<file path="src/inc/clock_ctrl_pkg.sv">
package clock_ctrl_pkg;
  // ------------------------------------------------
  // register offsets
  // ------------------------------------------------
  localparam logic [7:0] SYS_ON_ADDR = 8'h00;
  localparam logic [7:0] SYS_OFF_ADDR = 8'h04;
  localparam logic [7:0] SYS_STATE_ADDR = 8'h08;
  localparam logic [7:0] PER_ON_ADDR = 8'h10;
  localparam logic [7:0] PER_OFF_ADDR = 8'h14;
  localparam logic [7:0] PER_STATE_ADDR = 8'h18;
  localparam logic [7:0] OSC_CTRL_ADDR = 8'h20;
  localparam logic [7:0] MEASURE_ADDR = 8'h24;
  localparam logic [7:0] PLL1_ADDR = 8'h28;
  localparam logic [7:0] PLL2_ADDR = 8'h2c;
  localparam logic [7:0] STATUS_ADDR = 8'h68;
  // ------------------------------------------------
  // field masks and positions
  // ------------------------------------------------
  localparam logic [31:0] SYS_MASK = 32'h0000_0f17;
  localparam logic [31:0] SYS_RESET = 32'h0000_0001;
  localparam logic [31:0] PER_MASK = 32'hffff_fffc;
  localparam logic [31:0] OSC_MASK = 32'h0000_ff01;
  localparam logic [31:0] PLL1_MASK = 32'h07ff_ffff;
  localparam logic [31:0] PLL2_MASK = 32'h17ff_ffff;
  localparam logic [31:0] PLL_RESET = 32'h0000_3f00;
  localparam int OSC_EN_BIT = 0;
  localparam int OSC_CNT_LSB = 8;
  localparam int PLL_DIV_LSB = 0;
  localparam int PLL_CNT_LSB = 8;
  localparam int PLL_RANGE_LSB = 14;
  localparam int PLL_MUL_LSB = 16;
  localparam int USB_HALF_BIT = 28;
  localparam int OSC_STABLE_BIT = 0;
  localparam int LOCK1_BIT = 1;
  localparam int LOCK2_BIT = 2;
  localparam int VALID_BIT = 16;
  localparam logic [4:0] MEASURE_PERIODS = 5'h10;
  typedef enum logic [1:0] {
    MEAS_IDLE = 2'b00,
    MEAS_ALIGN = 2'b01,
    MEAS_RUN = 2'b10,
    MEAS_DONE = 2'b11
  } meas_state_t;
endpackage : clock_ctrl_pkg

</file>
<file path="src/hdl/lock_counter.sv">
`timescale 1ns/1ns
// slow-clock down counter for a pll lock or oscillator start-up
module lock_counter
  import clock_ctrl_pkg::*;
(
  input wire logic clk,
  input wire logic reset,
  input wire logic load,
  input wire logic [7:0] count,
  input wire logic slowTick,
  output logic done
);
  logic [7:0] remain_ff;
  logic done_ff;
  assign done = done_ff;
  // load clears the flag and reloads; the flag rises at zero
  always_ff @(posedge clk) begin
    if (reset) begin
      remain_ff <= 8'h00;
      done_ff <= 1'b0;
    end else if (load) begin
      remain_ff <= count;
      done_ff <= 1'b0;
    end else if (!done_ff && remain_ff == 8'h00) begin
      done_ff <= 1'b1;
    end else if (slowTick && !done_ff) begin
      remain_ff <= remain_ff - 8'h01;
    end
  end
endmodule : lock_counter

</file>
<file path="src/hdl/freq_meter.sv">
`timescale 1ns/1ns
// counts main clock edges within 16 slow periods
module freq_meter
  import clock_ctrl_pkg::*;
(
  input wire logic clk,
  input wire logic reset,
  input wire logic enable,
  input wire logic slowTick,
  input wire logic mainTick,
  output logic [15:0] result,
  output logic valid
);
  meas_state_t state_ff;
  meas_state_t nxt_state;
  logic [4:0] periods_ff;
  logic [15:0] count_ff;
  logic [15:0] result_ff;
  logic valid_ff;
  assign result = result_ff;
  assign valid = valid_ff;
  // window sequencing starts on a slow edge for a clean count
  always_comb begin
    nxt_state = state_ff;
    case (state_ff)
      MEAS_IDLE: if (enable) nxt_state = MEAS_ALIGN;
      MEAS_ALIGN: if (slowTick) nxt_state = MEAS_RUN;
      MEAS_RUN: if (slowTick && periods_ff == MEASURE_PERIODS - 5'h01) nxt_state = MEAS_DONE;
      MEAS_DONE: nxt_state = MEAS_DONE;
      default: nxt_state = MEAS_IDLE;
    endcase
    if (!enable) nxt_state = MEAS_IDLE;
  end
  always_ff @(posedge clk) begin
    if (reset) begin
      state_ff <= MEAS_IDLE;
      periods_ff <= 5'h00;
      count_ff <= 16'h0000;
      result_ff <= 16'h0000;
      valid_ff <= 1'b0;
    end else begin
      state_ff <= nxt_state;
      if (state_ff != MEAS_RUN) begin
        periods_ff <= 5'h00;
        count_ff <= 16'h0000;
      end else begin
        if (slowTick) periods_ff <= periods_ff + 5'h01;
        if (mainTick) count_ff <= count_ff + 16'h0001;
      end
      if (state_ff == MEAS_RUN && nxt_state == MEAS_DONE) begin
        result_ff <= count_ff + {15'h0000, mainTick};
      end
      valid_ff <= enable && (state_ff == MEAS_DONE);
    end
  end
endmodule : freq_meter

</file>
<file path="src/hdl/clock_gating_and_pll_config.sv">
// Added by the designer: the register offsets and the address-and-strobe port.
`timescale 1ns/1ns
// register side of the clock controller
module clock_gating_and_pll_config
  import clock_ctrl_pkg::*;
(
  input wire logic clk,
  input wire logic reset,
  input wire logic [7:0] addr,
  input wire logic [31:0] wrData,
  input wire logic wrStrobe,
  input wire logic rdStrobe,
  output logic [31:0] rdData,
  input wire logic slowTick,
  input wire logic mainTick,
  output logic cpu_clock_gate,
  output logic usb_device_clock_gate,
  output logic usb_device_suspend_autogate,
  output logic usb_host_clock_gate,
  output logic [3:0] prog_clock_output_gates,
  output logic [31:0] peripheral_gate_bits,
  output logic oscillator_enable,
  output logic oscOutputDrive,
  output logic [7:0] first_pll_divider,
  output logic [1:0] first_pll_range,
  output logic [10:0] first_pll_multiplier,
  output logic firstPllActive,
  output logic [7:0] second_pll_divider,
  output logic [1:0] second_pll_range,
  output logic [10:0] second_pll_multiplier,
  output logic secondPllActive,
  output logic usb_half_rate_select,
  output logic rangeFault
);
  // ------------------------------------------------
  // helpers
  // ------------------------------------------------
  // a write-1-to-set / write-1-to-clear update of a masked state word
  function automatic logic [31:0] setClear(input logic [31:0] cur, input logic [31:0] setBits,
      input logic [31:0] clrBits, input logic [31:0] mask);
    setClear = ((cur | setBits) & ~clrBits) & mask;
  endfunction : setClear
  // only codes 00 and 10 are legal ranges
  function automatic logic rangeBad(input logic [1:0] code);
    rangeBad = code[0];
  endfunction : rangeBad

  // ------------------------------------------------
  // decode
  // ------------------------------------------------
  wire sysOnWr = wrStrobe && addr == SYS_ON_ADDR;
  wire sysOffWr = wrStrobe && addr == SYS_OFF_ADDR;
  wire perOnWr = wrStrobe && addr == PER_ON_ADDR;
  wire perOffWr = wrStrobe && addr == PER_OFF_ADDR;
  wire oscWr = wrStrobe && addr == OSC_CTRL_ADDR;
  wire pll1Wr = wrStrobe && addr == PLL1_ADDR;
  wire pll2Wr = wrStrobe && addr == PLL2_ADDR;

  // ------------------------------------------------
  // state registers
  // ------------------------------------------------
  logic [31:0] sys_ff;
  logic [31:0] per_ff;
  logic [31:0] osc_ff;
  logic [31:0] pll1_ff;
  logic [31:0] pll2_ff;
  logic [31:0] rdData_ff;
  logic [31:0] nxt_sys;
  logic [31:0] nxt_per;

  // set and clear in the same write never collide: strobes hit one address
  assign nxt_sys = setClear(sys_ff, sysOnWr ? wrData : 32'h0000_0000,
      sysOffWr ? wrData : 32'h0000_0000, SYS_MASK);
  assign nxt_per = setClear(per_ff, perOnWr ? wrData : 32'h0000_0000,
      perOffWr ? wrData : 32'h0000_0000, PER_MASK);

  always_ff @(posedge clk) begin
    if (reset) begin
      sys_ff <= SYS_RESET;
      per_ff <= 32'h0000_0000;
      osc_ff <= 32'h0000_0000;
      pll1_ff <= PLL_RESET;
      pll2_ff <= PLL_RESET;
    end else begin
      sys_ff <= nxt_sys;
      per_ff <= nxt_per;
      if (oscWr) osc_ff <= wrData & OSC_MASK;
      if (pll1Wr) pll1_ff <= wrData & PLL1_MASK;
      if (pll2Wr) pll2_ff <= wrData & PLL2_MASK;
    end
  end

  // ------------------------------------------------
  // oscillator start-up, measurement, lock counters
  // ------------------------------------------------
  logic oscStable;
  logic lock1;
  logic lock2;
  logic [15:0] mainCount;
  logic mainValid;

  // oscillator stability needs the enable as well as the elapsed count
  logic oscDone;
  assign oscStable = oscDone && osc_ff[OSC_EN_BIT];

  lock_counter osc_wait (
    .clk(clk),
    .reset(reset),
    .load(oscWr),
    .count(wrData[OSC_CNT_LSB +: 8]),
    .slowTick(slowTick),
    .done(oscDone)
  );

  lock_counter pll1_lock (
    .clk(clk),
    .reset(reset),
    .load(pll1Wr),
    .count(wrData[PLL_CNT_LSB +: 6] == 6'h00 ? 8'h00 : {2'b00, wrData[PLL_CNT_LSB +: 6]}),
    .slowTick(slowTick),
    .done(lock1)
  );

  lock_counter pll2_lock (
    .clk(clk),
    .reset(reset),
    .load(pll2Wr),
    .count({2'b00, wrData[PLL_CNT_LSB +: 6]}),
    .slowTick(slowTick),
    .done(lock2)
  );

  freq_meter meter (
    .clk(clk),
    .reset(reset),
    .enable(oscStable),
    .slowTick(slowTick),
    .mainTick(mainTick),
    .result(mainCount),
    .valid(mainValid)
  );

  // ------------------------------------------------
  // outputs to the clock tree
  // ------------------------------------------------
  assign cpu_clock_gate = sys_ff[0];
  assign usb_device_clock_gate = sys_ff[1];
  assign usb_device_suspend_autogate = sys_ff[2];
  assign usb_host_clock_gate = sys_ff[4];
  assign prog_clock_output_gates = sys_ff[11:8];
  assign peripheral_gate_bits = per_ff;
  assign oscillator_enable = osc_ff[OSC_EN_BIT];
  assign oscOutputDrive = osc_ff[OSC_EN_BIT];
  // divider 0 gives no output, 1 bypass, others divide; the analog pll applies it
  assign first_pll_divider = pll1_ff[PLL_DIV_LSB +: 8];
  assign first_pll_range = pll1_ff[PLL_RANGE_LSB +: 2];
  assign first_pll_multiplier = pll1_ff[PLL_MUL_LSB +: 11];
  // a zero divider or multiplier leaves the pll stopped
  assign firstPllActive = |first_pll_multiplier && |first_pll_divider;
  assign second_pll_divider = pll2_ff[PLL_DIV_LSB +: 8];
  assign second_pll_range = pll2_ff[PLL_RANGE_LSB +: 2];
  assign second_pll_multiplier = pll2_ff[PLL_MUL_LSB +: 11];
  assign secondPllActive = |second_pll_multiplier && |second_pll_divider;
  assign usb_half_rate_select = pll2_ff[USB_HALF_BIT];
  // reserved range codes are flagged rather than silently accepted
  assign rangeFault = rangeBad(first_pll_range) || rangeBad(second_pll_range);

  // ------------------------------------------------
  // read path
  // ------------------------------------------------
  logic [31:0] statusWord;
  logic [31:0] measureWord;
  logic [31:0] rdMux;
  always_comb begin
    statusWord = 32'h0000_0000;
    statusWord[OSC_STABLE_BIT] = oscStable;
    statusWord[LOCK1_BIT] = lock1 && firstPllActive;
    statusWord[LOCK2_BIT] = lock2 && secondPllActive;
    measureWord = 32'h0000_0000;
    measureWord[15:0] = mainCount;
    measureWord[VALID_BIT] = mainValid && osc_ff[OSC_EN_BIT];
  end
  // unmapped and write-only addresses read as zero
  assign rdMux = (addr == SYS_STATE_ADDR) ? sys_ff :
                 (addr == PER_STATE_ADDR) ? per_ff :
                 (addr == OSC_CTRL_ADDR) ? osc_ff :
                 (addr == MEASURE_ADDR) ? measureWord :
                 (addr == PLL1_ADDR) ? pll1_ff :
                 (addr == PLL2_ADDR) ? pll2_ff :
                 (addr == STATUS_ADDR) ? statusWord : 32'h0000_0000;
  // data stand one cycle after the read strobe only
  always_ff @(posedge clk) begin
    if (reset) rdData_ff <= 32'h0000_0000;
    else rdData_ff <= rdStrobe ? rdMux : 32'h0000_0000;
  end
  assign rdData = rdData_ff;
endmodule : clock_gating_and_pll_config

</file>
<file path="config.mk">
export PLATFORM = sky130hd
export DESIGN_NAME = clock_gating_and_pll_config
export DESIGN_NICKNAME = d
export VERILOG_FILES = /design/src/inc/clock_ctrl_pkg.sv /design/src/hdl/lock_counter.sv /design/src/hdl/freq_meter.sv /design/src/hdl/clock_gating_and_pll_config.sv
export SDC_FILE = /design/constraint.sdc
export NUM_CORES = 1
export LEC_CHECK = 0
export ABC_AREA = 1
export BUFFER_PORTS_ARGS = -buffer_cell sky130_fd_sc_hd__buf_2
export CAP_MARGIN = 0
export CORE_UTILIZATION = 50
export DETAILED_ROUTE_END_ITERATION = 6
export PLACE_DENSITY = 0.75
export SLEW_MARGIN = 20
export SYNTH_ARGS = -nofsm -noshare
export SYNTH_HDL_FRONTEND = slang
export SYNTH_SLANG_ARGS = --single-unit
</file>
<file path="constraint.sdc">
create_clock -name clk -period 1.8 [get_ports clk]
set_clock_uncertainty 0.15 [all_clocks]
set_input_delay 0.36 -clock clk [delete_from_list [all_inputs] [get_ports clk]]
set_output_delay 0.36 -clock clk [all_outputs]
set_load 0.05 [all_outputs]
</file>
=== After elaboration in Yosys (flattened, before gate mapping) ===
Cells that the tools add are included.

* Bits of input ports: 46
* Register bits after elaboration: 203
* Output and inout port bits: 120

* Bitwise logic cells: 8
* Equality and inequality tests: 19
* Add/subtract/negate cells: 6
* Multiplexer cells: 25
* Reduce and logical (&&, ||, !) cells: 48

{| class="wikitable"
|+ Operators with widths
! operator !! count
|-
| $mux 32 || 4
|-
| $mux 29 || 4
|-
| $mux 8 || 6
|-
| $and 32x32->32 || 1
|-
| $eq 8x6->1 const B || 4
|-
| $logic_not 8->1 || 4
|-
| $not 32->32 || 1
|-
| $or 32x32->32 || 1
|-
| $eq 8x5->1 const B || 3
|-
| $mux 12 || 2
|-
| $mux 6 || 4
|-
| $sub 8x1->8 const B || 3
|-
| $logic_and 1x1->1 || 22
|-
| $reduce_or 11->1 || 2
|-
| $add 16x1->16 || 1
|-
| $add 16x1->16 const B || 1
|-
| $reduce_or 8->1 || 2
|-
| $and 12x12->12 || 1
|-
| $not 12->12 || 1
|-
| $or 12x12->12 || 1
|-
| $reduce_or 2->1 || 5
|-
| $eq 8x3->1 const B || 1
|-
| $eq 8x4->1 const B || 1
|-
| $eq 8x7->1 const B || 1
|-
| other kinds (15) || 30
|}

=== Depth between registers and ports, before layout ===
Gate-level depths: netlist (run 1).

* Word-level depth: 10
* Gate-level depth with buffers: 11
* Depth with buffers taken out: 10

=== Cells and area by module ===
From an unflattened synthesis (run 1), not the netlist that was laid out.

* Cell total of the unflattened synthesis: 1396
* Area total of the unflattened synthesis: 9848.2 um^2

{| class="wikitable"
|+ Modules (own cells, without submodules)
! module !! times used !! area each (um^2) !! sequential area each (um^2) !! cells each
|-
| clock_gating_and_pll_config || 1 || 5947.0 || 2682.6 || 804
|-
| freq_meter || 1 || 2013.2 || 800.8 || 289
|-
| lock_counter || 3 || 629.4 || 180.2 || 101
|}

=== Worst setup path before layout (run 1) ===
No wires, ideal clock.

* Path type: register to register
* From: register meter.periods_ff[1]
* To: register meter.result_ff[11] (netlist: meter.result[11])
* Period minus slack after synthesis: 1.919 ns
* Library setup time: 0.115 ns
* Setup slack: -0.119 ns
* Required time: 1.535 ns
* Data arrival time: 1.653 ns
* Buffers on the path: 1
* Stages on the path, launching flop included: 11
* Path through: dfxtp_1 ha_1 inv_1 nor3_1 ha_1 nand2_1 nor3_4 inv_2 buf_2 o21ai_0 inv_1

* Longest elaborated chain between the ends: 7

{| class="wikitable"
|+ Ends and longest elaborated chain
! item !! RTL line !! source
|-
| start: declaration || freq_meter.sv:16 || <nowiki>logic [4:0] periods_ff;</nowiki>
|-
| start signal: assignment || freq_meter.sv:47 || <nowiki>if (slowTick) periods_ff <= periods_ff + 5'h01;</nowiki>
|-
| $eq 5x4->1 || freq_meter.sv:28 || <nowiki>MEAS_RUN: if (slowTick && periods_ff == MEASURE_PERIODS - 5'h01) nxt_state = MEAS_DONE;</nowiki>
|-
| $logic_and 1x1->1 || freq_meter.sv:28 ||
|-
| $mux 2 || freq_meter.sv:28 ||
|-
| $pmux 2 s4 || freq_meter.sv:25 || <nowiki>case (state_ff)</nowiki>
|-
| $mux 2 || freq_meter.sv:32 || <nowiki>if (!enable) nxt_state = MEAS_IDLE;</nowiki>
|-
| $eq 2x2->1 || freq_meter.sv:50 || <nowiki>if (state_ff == MEAS_RUN && nxt_state == MEAS_DONE) begin</nowiki>
|-
| $logic_and 1x1->1 || freq_meter.sv:50 ||
|-
| end signal: assignment || freq_meter.sv:51 || <nowiki>result_ff <= count_ff + {15'h0000, mainTick};</nowiki>
|-
| end: declaration || freq_meter.sv:18 || <nowiki>logic [15:0] result_ff;</nowiki>
|}

Every way passes these cells.
A chain may end at the register's enable or synchronous reset.

=== Worst setup path after layout (run 1) ===
* From: register pll1_ff[16]
* To: output port firstPllActive

* Longest elaborated chain between the ends: 2

{| class="wikitable"
|+ Ends and longest elaborated chain
! item !! RTL line !! source
|-
| start: declaration || clock_gating_and_pll_config.sv:65 || <nowiki>logic [31:0] pll1_ff;</nowiki>
|-
| start signal: assignment || clock_gating_and_pll_config.sv:88 || <nowiki>if (pll1Wr) pll1_ff <= wrData & PLL1_MASK;</nowiki>
|-
| $reduce_or 11->1 || clock_gating_and_pll_config.sv:159 || <nowiki>assign firstPllActive = |first_pll_multiplier && |first_pll_divider;</nowiki>
|-
| $logic_and 1x1->1 || clock_gating_and_pll_config.sv:159 ||
|-
| end: declaration || clock_gating_and_pll_config.sv:27 || <nowiki>output logic firstPllActive,</nowiki>
|}

Every way passes these cells.

==> flow_metrics.py, run 1 <==
metrics = {
    "synth": {
        "synth_seq_cells": 201,
        "ys_seq_area_share_pct": 42.43,
        "synth_fa_ha_area_share_pct": 1.056,
        "synth_warnings": 0,
        "avgSynthCellArea_um2": 7.255,
        "synth_compound_area_share_pct": 17.68,
        "synth_cell_type_count": 41,
        "yosys.area_share.simple_pct": 22.92,
        "synth-xor-area-share_pct": 2.771,
        "synthMuxAreaShare_pct": 0.1056,
        "syn_inst": 1307,
        "synth_top_family_by_area": "simple AND/OR/NAND/NOR gates",
        "syn_area_mm2": 0.009483,
    },
    "clocking": {
        "clockBufferDepth": 3,
        "cts_buffers": 22,
        "cts_tree": "done",
        "cts.sinks": 201,
        "clkLatencyLatePin_ns": 0.51,
        "clk_pin_slew_ns": 0.06,
        "h-tree-depth": 1,
        "clockRootBuffer": "clkbuf_16",
    },
    "global_routing": {
        "grt_pass1_vias": 9113,
        "grt_max_degree": 115,
        "grt-ovfl-total": 0,
        "antenna_found_initial": 1,
        "grt_use_total_pct": 28.39,
        "grt_pass1_wl_um": 44980,
    },
    "routing": {
        "postRouteAntennaNets": 0,
        "vias": 9477,
        "post_drt_via_cell_ratio": 5.324,
        "drt_wl_total_um": 28570,
        "drc": 0,
        "drtPass1Iterations": 7,
        "first_iter_violations": 706,
        "wire_per_inst_um": 16.05,
    },
    "sta": {
        "tightest_slew_ns": 0.5218,
        "setup-tns-final_ns": -0.8352,
        "finalHoldViolCount": 0,
        "relSlewSlack_pct": 65.21,
        "fmax_mhz": 485.1,
        "rsz0062_at_grt": "yes",
        "finalSetupViolations": 11,
        "setup_ws_ns": -0.2616,
        "slew_violations": 0,
        "fin_crit_sh_pct": 114.5,
        "period_needed_ns": 2.062,
    },
    "floorplan": {
        "num_rows": 49,
        "start_util_pct": 51.90,
        "coreArea_mm2": 0.01827,
        "dieArea_mm2": 0.01952,
        "die_y_um": 139.7,
        "ios": 166,
        "dieWidth_um": 139.7,
    },
    "power": {
        "switching_share_pct": 28.36,
        "power_frac_clock_pct": 38.0,
        "seqPwrFrac_pct": 41.5,
        "power_switching_mw": 3.309,
        "powerDensity_mw_per_mm2": 954.3,
        "p_int_mw": 8.358,
        "power_frac_comb_pct": 20.5,
        "ir_drop_v": 0.001449,
        "p_leak_nw": 5.668,
    },
    "layout": {
        "final_common_cell": "nand2_1",
        "drive_gt1_share_pct": 28.86,
        "area_delta_synth_final_pct": 28.92,
        "nets": 1589,
        "final_cell_mix": "nand2_1 (212), dfxtp_1 (180), buf_2 (158)",
    },
    "worst_setup_path": {
        "critPathKind": "flip-flop to primary output",
        "worst_setup_path_start_kind": "flip-flop",
        "crit_path_top_delay_cell": "dfxtp_2",
        "ff2ff_setup_slack_ns": -0.09,
        "path_cells": "inv_2 -> nand4_1 -> nor2_1 -> nand2_1 -> and2_4 -> buf_8",
        "slowest_delay_ns": 0.32,
        "worst-path-max-fanout": 2,
        "required_ns": 1.29,
        "crit_path_end_kind": "primary output",
        "cp.arrival_ns": 1.55,
    },
    "placed_design": {
        "port_buffers": 163,
        "place.gp.congestion": 0.8886,
        "dp_worst_setup_slack_ns": -0.2084,
        "dp_hpwl_um": 19720,
    },
    "worst_hold_path": {
        "min_path_type": "primary input to flip-flop",
    },
    "status": {
        "failed_checks": "setup timing",
        "outcome": "finished with violations",
    },
    "flow_run": {
        "maxCapViolations": 0,
    },
}
-- worst max-delay path, delay by kind of cell, from the launching register on --
| kind | cells | cell delay [ns] |
|---|---|---|
| AND/OR/NAND/NOR | 4 | 0.53 |
| flip-flops | 1 | 0.32 |
| buffers and inverters | 2 | 0.19 |
-- through the flow --
step	power, mW	utilization, %	std cells	hold slack [ns]	cell area (µm²)
finish	11.67	66.92	1780	0.01088	12230
global placement	7.093	59.11	1694	0.2788	10800
global route	12.21	66.89	1778	0.01710	12220
CTS	11.57	65.59	1774	0.003329	11980
detailed placement	7.140	59.11	1694	0.2794	10800
floorplan	6.489	-	1308	0.2792	9508
-- final cells by class --
type / count / area (µm²)
fill: 1503 / 6045
tap: 229 / 286.5
multi-input combinational: 848 / 4464
clock buffer: 35 / 660.6
antenna: 2 / 5.005
timing repair inverter: 1 / 7.507
clock inverter: 3 / 42.54
sequential: 201 / 4055
timing repair buffer: 298 / 2079
inverter: 163 / 624.3
-- logic make-up after synthesis --
kind of cell	after synthesis
multiplexers	1
buffers and inverters	259
adder cells (fa/ha/maj)	8
other	1
XOR/XNOR	30
flip-flops	201
AND/OR/NAND/NOR	504
AO/OA/AOI/OAI	303
-- layer usage --
layer / vias up / share of wire (%) / GRT usage, %
met3: 69 / 8.3 / 5.437
met4: 0 / 3.4 / 10.64
met1: 4374 / 40 / 34.88
met5: - / 0 / 0
met2: 395 / 48 / 49.11
li1: 4639 / - / -
-- power groups by stage --
stage | combinational (mW) | sequential (mW) | clock, mW
finish | 2.39 | 4.84 | 4.43
global route | 2.68 | 4.87 | 4.66
CTS | 2.27 | 4.84 | 4.46
detailed placement | 2.21 | 4.93 | 0
global placement | 2.16 | 4.93 | 0
floorplan | 1.60 | 4.89 | 0
-- registers in the layout (all words and copies together), names as in the netlist --
name and cells:
pll2_ff 28, meter.periods_ff 5, sys_ff 8, osc_ff 9, rdData 32, meter.state_ff 2
meter.count_ff 16, osc_wait.remain_ff 8, peripheral_gate_bits 30, pll1_lock.remain_ff 8, meter.valid 1, pll1_lock.done 1
meter.result 16, osc_wait.done 1, pll1_ff 27, pll2_lock.remain_ff 8, pll2_lock.done 1
-- worst paths after layout --
check                           start              end  cells past startpoint
max                       pll1_ff[16]   firstPllActive                      6
min                         wrData[0]        sys_ff[0]                      3
max reg2reg       meter.periods_ff[0]  meter.result[2]                     10
min reg2reg  peripheral_gate_bits[31]       rdData[31]                      2
-- synthesized netlist by cell type --
cell type  count  area share (%)
nand2_4        1            0.12
and2_1         2            0.13
o21ai_1       37             2.0
nor2_1       150             5.9
buf_2         17            0.90
nor2_2         7            0.46
o21ai_0       98             5.2
clkbuf_1      18            0.71
o22ai_1       15            0.99
nor2_4         6            0.71
o21bai_1       3            0.24
nand3_2        1            0.11
clkbuf_2       2            0.11
a211oi_1       1           0.079
nor3b_1        1           0.079
nor3_4         1            0.17
a21oi_1      110             5.8
inv_1        157             6.2
xnor2_1       13             1.2
a21oi_2       25             2.3
mux2i_1        1            0.11
nand3b_1       1           0.079
conb_1         1           0.040
nor3_1        18            0.95
buf_6          6            0.71
buf_4         51             4.0
or2_0          1           0.066
buf_1          2           0.079
inv_2          6            0.24
or3_1          1           0.066
dfxtp_1      201              42
a31oi_1        3            0.20
or2_2          2            0.13
nand4_1       11            0.73
nand3_1       72             3.8
nand2_1      217             8.6
xor2_1        17             1.6
nand2_2       12            0.79
o221ai_1       5            0.46
o211ai_1       6            0.47
ha_1           8             1.1
-- what timing repair did --
| action | 4_1_cts | 5_1_grt |
|---|---|---|
| endpoints found under the setup margin | 15 | 41 |
| resized for setup | 49 | 67 |
| hold endpoints to repair | 40 | 0 |
| hold buffers | 23 | 0 |
| gates cloned | 2 | 0 |
| buffers inserted | 17 | 8 |
| pin swaps | 6 | 22 |
(Power assumes the default switching activity.)
==> run 2: changes to the inputs <==
ABC_AREA = not set   (was 1)
CAP_MARGIN = 20   (was 0)
CTS_CLUSTER_DIAMETER = 100   (was not set)
PLACE_DENSITY = 0.76   (was 0.75)
==> run 2 against run 1 <==
Compared with the run above:
- the run still ends with setup timing left
- largest cell class unchanged
- utilization up 5.2 points
- clock-buffer cell count down 2
- global-route usage up 2.2 points
- critical path depth down 1
- largest power group unchanged
- flip-flop and latch count unchanged
- die area down 4.5%
- highest routed layer unchanged
- synthesized cell count down 20%
- sequential share of layout area down 1.0 points
- final cell count down 13%
==> flow_metrics.py, run 2 <==
metrics = {
    "sta": {
        "rsz0062_at_grt": "yes",
        "fmax_mhz": 431.2,
        "fin_crit_sh_pct": 128.8,
        "timing.hold.ws_ns": 0.009461,
        "slew_violations": 0,
        "finalHoldViolCount": 0,
        "period_needed_ns": 2.319,
        "setup_ws_ns": -0.5191,
        "finalSetupViolations": 20,
        "tightest_slew_ns": 0.5728,
        "relSlewSlack_pct": 61.52,
    },
    "worst_hold_path": {
        "min_path_type": "primary input to flip-flop",
        "hp-start": "wrData[12]",
        "whs_path_depth": 2,
        "min_to": "peripheral_gate_bits[12]",
    },
    "clocking": {
        "clkLatencyLatePin_ns": 0.51,
        "cts_tree": "done",
        "clockBufferDepth": 3,
        "clk_pin_slew_ns": 0.06,
        "cts.sinks": 201,
        "cts_buffers": 22,
        "clockRootBuffer": "clkbuf_16",
        "h-tree-depth": 1,
    },
    "worst_setup_path": {
        "crit_path_top_delay_cell": "dfxtp_2",
        "ff2ff_path_depth": 9,
        "slowest_delay_ns": 0.33,
        "required_ns": 1.29,
        "ff2ff_setup_slack_ns": -0.13,
        "crit_buf_inv": 2,
        "path_cells": "nor4_4 -> nand2_2 -> o41ai_4 -> inv_1 -> buf_6",
        "worst_setup_path_start_kind": "flip-flop",
        "regToRegEndpoint": "meter.result[1]",
        "r2r_start": "meter.periods_ff[0]",
        "cp.arrival_ns": 1.81,
        "critPathKind": "flip-flop to primary output",
        "path_delay_family": "simple AND/OR/NAND/NOR gates",
        "worst-path-max-fanout": 2,
        "crit_path_end_kind": "primary output",
        "startpoint": "pll2_ff[16]",
    },
    "flow_run": {
        "maxCapViolations": 0,
    },
    "status": {
        "failed_checks": "setup timing",
        "outcome": "finished with violations",
    },
    "synth": {
        "ys.flop_type": "dfxtp_1",
        "syn_inst": 1045,
        "async_reset_ff_share_pct": 0,
        "syn_area_mm2": 0.009047,
        "yosys.cell_count.top_type": "dfxtp_1",
        "synth_cell_type_count": 65,
        "synthTopCellsByCount": "dfxtp_1 (201), nand2_1 (171), a21oi_1 (112)",
        "ys_seq_area_share_pct": 44.48,
        "synth_top_cell_by_area": "dfxtp_1",
        "synth-edff-count": 0,
        "synth_warnings": 0,
        "synth_top_area_share_pct": 44.48,
        "synth_area_leaders": "dfxtp_1 (44%), nand2_1 (7.1%), a21oi_1 (6.2%)",
        "synth_seq_cells": 201,
        "avgSynthCellArea_um2": 8.658,
    },
    "layout": {
        "final_common_cell": "dfxtp_1",
        "area_delta_synth_final_pct": 39.39,
        "drive_gt1_share_pct": 37.30,
        "fillers": 1190,
        "largest_register_ffs": 32,
        "fin_area_mm2": 0.01261,
        "final_cell_mix": "dfxtp_1 (182), nand2_1 (168), buf_4 (151)",
        "finish.utilization_pct": 72.16,
        "nets": 1366,
    },
    "routing": {
        "first_iter_violations": 736,
        "vias": 8968,
        "drc": 0,
        "wire_per_inst_um": 19.18,
        "postRouteAntennaNets": 0,
        "drtPass1Iterations": 5,
        "drt_wl_total_um": 29810,
        "post_drt_via_cell_ratio": 5.771,
    },
    "placed_design": {
        "place.gp.congestion": 0.9508,
        "port_buffers": 163,
        "dp_hpwl_um": 19820,
        "placed_area_mm2": 0.01080,
    },
    "power": {
        "p_leak_nw": 5.125,
        "powerDensity_mw_per_mm2": 1041,
        "ir_drop_v": 0.0007629,
    },
    "floorplan": {
        "num_rows": 48,
        "coreArea_mm2": 0.01748,
        "start_util_pct": 51.77,
        "die_y_um": 136.5,
        "dieArea_mm2": 0.01864,
        "dieWidth_um": 136.5,
        "ios": 166,
    },
    "global_routing": {
        "grt_max_degree": 63,
        "grt-ovfl-total": 0,
        "grt_pass1_vias": 8298,
        "grt_pass1_wl_um": 44100,
        "antenna_found_initial": 2,
        "grt_use_total_pct": 30.60,
    },
}
==> run 2: cell types whose count changed after synthesis, moves of 25 or more <==
cell and delta:
inv_1 -142, o21ai_0 -89, a211oi_1 +61, nand3_1 -61, nor2_1 -56, nand2_1 -46, o21ai_1 -26, a21oi_2 -25
==> run 2: per-stage QoR <==
stage	worst slack (ns)	power, mW	setup TNS (ns)	std cells
3_3_place_gp	-0.4273	7.429	-44.31	1468
5_1_grt	-0.5925	13.61	-3.232	1552
6_report	-0.5191	13.13	-2.092	1554
4_1_cts	-0.4985	12.45	-0.9887	1537
2_1_floorplan	-0.1231	6.576	-4.524	1046
3_5_place_dp	-0.4461	7.503	-47.74	1468
==> run 2: where the power goes <==
| group | total [mW] | leakage, nW | internal, mW | switching, mW |
|---|---|---|---|---|
| combinational | 3.29 | 3.11 | 1.74 | 1.56 |
| sequential | 5.00 | 1.63 | 4.72 | 0.287 |
| clock | 4.83 | 0.385 | 3.00 | 1.83 |
==> run 2: worst max-delay path by stage <==
stage | cells after the start | slack [ns] | end
after floorplan | 7 | -0.12 | rdData[2]
after detailed placement | 6 | -0.45 | rdData[12]
after CTS | 5 | -0.50 | secondPllActive
after global placement | 6 | -0.43 | rdData[12]
final | 5 | -0.52 | secondPllActive
after global routing | 5 | -0.59 | secondPllActive
==> run 2: worst register-to-register path, stage by stage (launching register included) <==
cell	delay, ns
dfxtp_2	0.35
ha_4	0.14
and3_4	0.19
ha_4	0.15
nand2_4	0.06
nor3_4	0.25
buf_12	0.16
buf_12	0.13
mux2i_1	0.19
nor2_1	0.05
==> run 2: metal layers <==
layer,vias up,GRT usage (%),routed length (µm)
li1,4139,-,-
met1,4294,39.50,11880
met2,444,50.28,14220
met3,91,5.259,2454
met4,0,13.02,1265
met5,-,0,0
==> run 2: cells by family after synthesis <==
logic type / after synthesis / synth area share [%]
and+or+nand+nor: 383 / 19.82
adders and majority gates: 8 / 1.106
DFF: 201 / 44.48
other: 1 / 0.04145
buffers and inverters: 127 / 7.938
xor gates and xnor gates: 50 / 4.840
AOI/OAI and AO/OA: 244 / 17.27
muxes: 31 / 4.508
==> run 2: final cells by class <==
cell class                      count  area (µm²)  area share, %
Antenna cell                        2       5.005        0.03969
Clock buffer                       33       673.1          5.338
Clock inverter                      6       105.1         0.8334
Inverter                           15       56.30         0.4465
Multi-Input combinational cell    718        4871          38.62
Sequential cell                   201        4053          32.14
Tap cell                          225       281.5          2.232
Timing Repair Buffer              354        2566          20.35
==> run 2: timing repair <==
action | in CTS | in global routing
setup endpoints to repair | 32 | 57
pin swaps | 10 | 36
resized for setup | 47 | 99
hold endpoints to repair | 59 | 0
cloned | 2 | 1
hold buffers | 25 | 0
buffers inserted | 3 | 19
==> run 3: changes to the inputs <==
PLACE_DENSITY = 0.75   (was 0.76)
SYNTH_HIERARCHICAL = 1   (was not set)
==> run 3 against run 2 <==
Compared with the run above:
- the run still ends with setup timing left
- total power increased by 3.1%
- non-clock buffer count decreased by 4
- synthesized area increased by 4.2%
- combinational power increased by 17%
- maximum frequency increased by 8.7%
- synthesized cell count increased by 5.0%
- sequential power about the same
- routed wire length increased by 3.4%
- worst setup slack improved by 0.19 ns
- global-route usage decreased by 0.17 points
- critical endpoint unchanged
- largest cell class unchanged
==> flow_metrics.py, run 3 <==
metrics = {
    "worst_setup_path": {
        "required_ns": 1.29,
        "ff2ff_setup_slack_ns": -0.03,
        "worst_setup_path_start_kind": "flip-flop",
        "cp.arrival_ns": 1.62,
        "worst-path-max-fanout": 2,
        "crit_path_end_kind": "primary output",
        "critPathKind": "flip-flop to primary output",
    },
    "layout": {
        "largest_register_ffs": 32,
        "drive_gt1_share_pct": 37.95,
        "num_antenna_cells": 0,
        "nets": 1406,
        "final_common_cell": "dfxtp_1",
        "area_delta_synth_final_pct": 36.58,
        "stdcell_count": 1594,
        "final_cell_mix": "dfxtp_1 (181), nand2_1 (161), buf_4 (155)",
    },
    "synth": {
        "synth_compound_area_share_pct": 18.42,
        "synth_cell_type_count": 71,
        "async_reset_ff_share_pct": 0,
        "yosys.cell_count.top_type": "dfxtp_1",
        "synth_top_family_by_area": "simple AND/OR/NAND/NOR gates",
        "ys.flop_type": "dfxtp_1",
        "synthTopCellsByCount": "dfxtp_1 (201), nand2_1 (161), a21oi_1 (106)",
        "ys_seq_area_share_pct": 42.68,
        "synthMuxAreaShare_pct": 2.866,
        "synth_warnings": 6,
        "yosys.area_share.simple_pct": 22.57,
        "synth_top_area_share_pct": 42.68,
        "synth-xor-area-share_pct": 3.530,
        "synth_top_cell_by_area": "dfxtp_1",
        "avgSynthCellArea_um2": 8.595,
        "syn_inst": 1097,
        "synth-edff-count": 0,
        "synth_area_leaders": "dfxtp_1 (43%), nand2_1 (6.4%), a21oi_1 (5.6%)",
        "synth_fa_ha_area_share_pct": 1.460,
        "syn_area_mm2": 0.009429,
        "synth_seq_cells": 201,
    },
    "power": {
        "ir_drop_v": 0.0006720,
        "power_mw": 13.54,
        "powerDensity_mw_per_mm2": 1051,
        "p_leak_nw": 5.091,
    },
    "clocking": {
        "clk_pin_slew_ns": 0.06,
        "clkLatencyLatePin_ns": 0.51,
        "h-tree-depth": 1,
        "cts.sinks": 201,
        "clockBufferDepth": 3,
        "cts_tree": "done",
        "cts_buffers": 22,
        "clockRootBuffer": "clkbuf_16",
    },
    "sta": {
        "slew_violations": 0,
        "fmax_mhz": 468.8,
        "period_needed_ns": 2.133,
        "finalHoldViolCount": 0,
        "finalSetupViolations": 6,
        "rsz0062_at_grt": "yes",
        "fin_crit_sh_pct": 118.5,
        "setup_ws_ns": -0.3331,
    },
    "floorplan": {
        "start_util_pct": 51.78,
        "coreArea_mm2": 0.01821,
        "dieArea_mm2": 0.01941,
        "dieWidth_um": 139.3,
        "num_rows": 49,
        "die_y_um": 139.3,
        "ios": 166,
    },
    "routing": {
        "post_drt_via_cell_ratio": 5.845,
        "drt_wl_total_um": 30830,
        "wire_per_inst_um": 19.34,
        "postRouteAntennaNets": 0,
        "vias": 9317,
        "drtPass1Iterations": 6,
        "first_iter_violations": 774,
        "drc": 0,
    },
    "placed_design": {
        "place.gp.congestion": 0.9681,
        "dp_hpwl_um": 20380,
        "dp_cells": 1520,
        "port_buffers": 163,
    },
    "status": {
        "outcome": "finished with violations",
        "failed_checks": "setup timing",
    },
    "global_routing": {
        "grt_pass1_vias": 8838,
        "use_met3_pct": 4.095,
        "grt.met1_usage_pct": 39.57,
        "top_usage_layer": "met2",
        "met2_usage_pct": 50.46,
        "grt_max_degree": 82,
        "grt-ovfl-total": 0,
        "antenna_found_initial": 0,
        "grt_pass1_wl_um": 47300,
        "grt_use_total_pct": 30.43,
    },
    "worst_hold_path": {
        "min_path_type": "primary input to flip-flop",
    },
    "flow_run": {
        "maxCapViolations": 0,
    },
}
## run 3: cell count changes after synthesis, sizes merged, moves of 11 or more
| cell | previous run | this run |
|---|---|---|
| xor2 | 19 | 7 |
| nor2 | 96 | 80 |
| or3 | 3 | 15 |
| buf | 73 | 84 |
| nand3b | 1 | 15 |
| o21ai | 20 | 35 |
## run 3: timing repair
item                                   CTS  global route
endpoints found under the hold margin   55             0
cloned                                   1             1
pin swaps                               20            34
setup buffers                            5             4
setup endpoints to repair               25            46
resized for setup                       76            74
hold buffers                            23             0
## run 3: per-layer routing
layer,part of all wire [%],vias to the layer above
met1,40,4444
met3,7.3,92
met4,4.1,0
met2,48,439
li1,-,4342
met5,0,-
## run 3: cell families after synthesis
| family | Yosys count |
|---|---|
| buf+inv | 147 |
| xor+xnor | 38 |
| simple gates | 403 |
| other cells | 1 |
| flops | 201 |
| mux | 25 |
| compound gates | 271 |
| fa+ha+maj | 11 |
## run 3: final timing paths
check | start | depth (start not counted) | endpoint
worst max register to register | osc_wait/remain_ff[1] | 4 | osc_wait/remain_ff[5]
worst min register to register | peripheral_gate_bits[28] | 2 | rdData[28]
worst min-delay path | wrData[4] | 2 | peripheral_gate_bits[4]
worst max-delay path | pll2_ff[17] | 4 | secondPllActive
## run 3: stage by stage
step	hold WS, ns	utilization, %	cell area [µm²]	worst slack [ns]	TNS (ns)
2_1_floorplan	0.2849	-	9622	-0.2426	-4.001
3_3_place_gp	0.2918	61.27	11160	-0.2601	-19.85
3_5_place_dp	0.2964	61.27	11160	-0.3011	-24.90
4_1_cts	0.006319	68.60	12490	-0.3029	-0.6743
5_1_grt	0.01281	70.73	12880	-0.3628	-1.231
6_report	0.02252	70.73	12880	-0.3331	-0.7216
## run 3: power by group
group / leakage (nW) / internal (mW) / switching (mW)
combinational: 3.09 / 2.13 / 1.72
clock: 0.365 / 2.83 / 1.86
sequential: 1.63 / 4.72 / 0.275
## run 3: critical path, stage by stage (launching register included)
cell	delay [ns]
dfxtp_2	0.34
nor4_4	0.28
and3_4	0.27
a21oi_4	0.05
buf_6	0.17
## run 3: area by class of cell
type / count / area [µm²]
inverters: 20 / 77.57
clock buffers: 32 / 659.4
clock inverters: 8 / 97.59
multi-input cells: 754 / 5206
fillers: 1307 / 5330
flip-flops and latches: 201 / 4054
repair buffers: 350 / 2497
well taps: 229 / 286.5
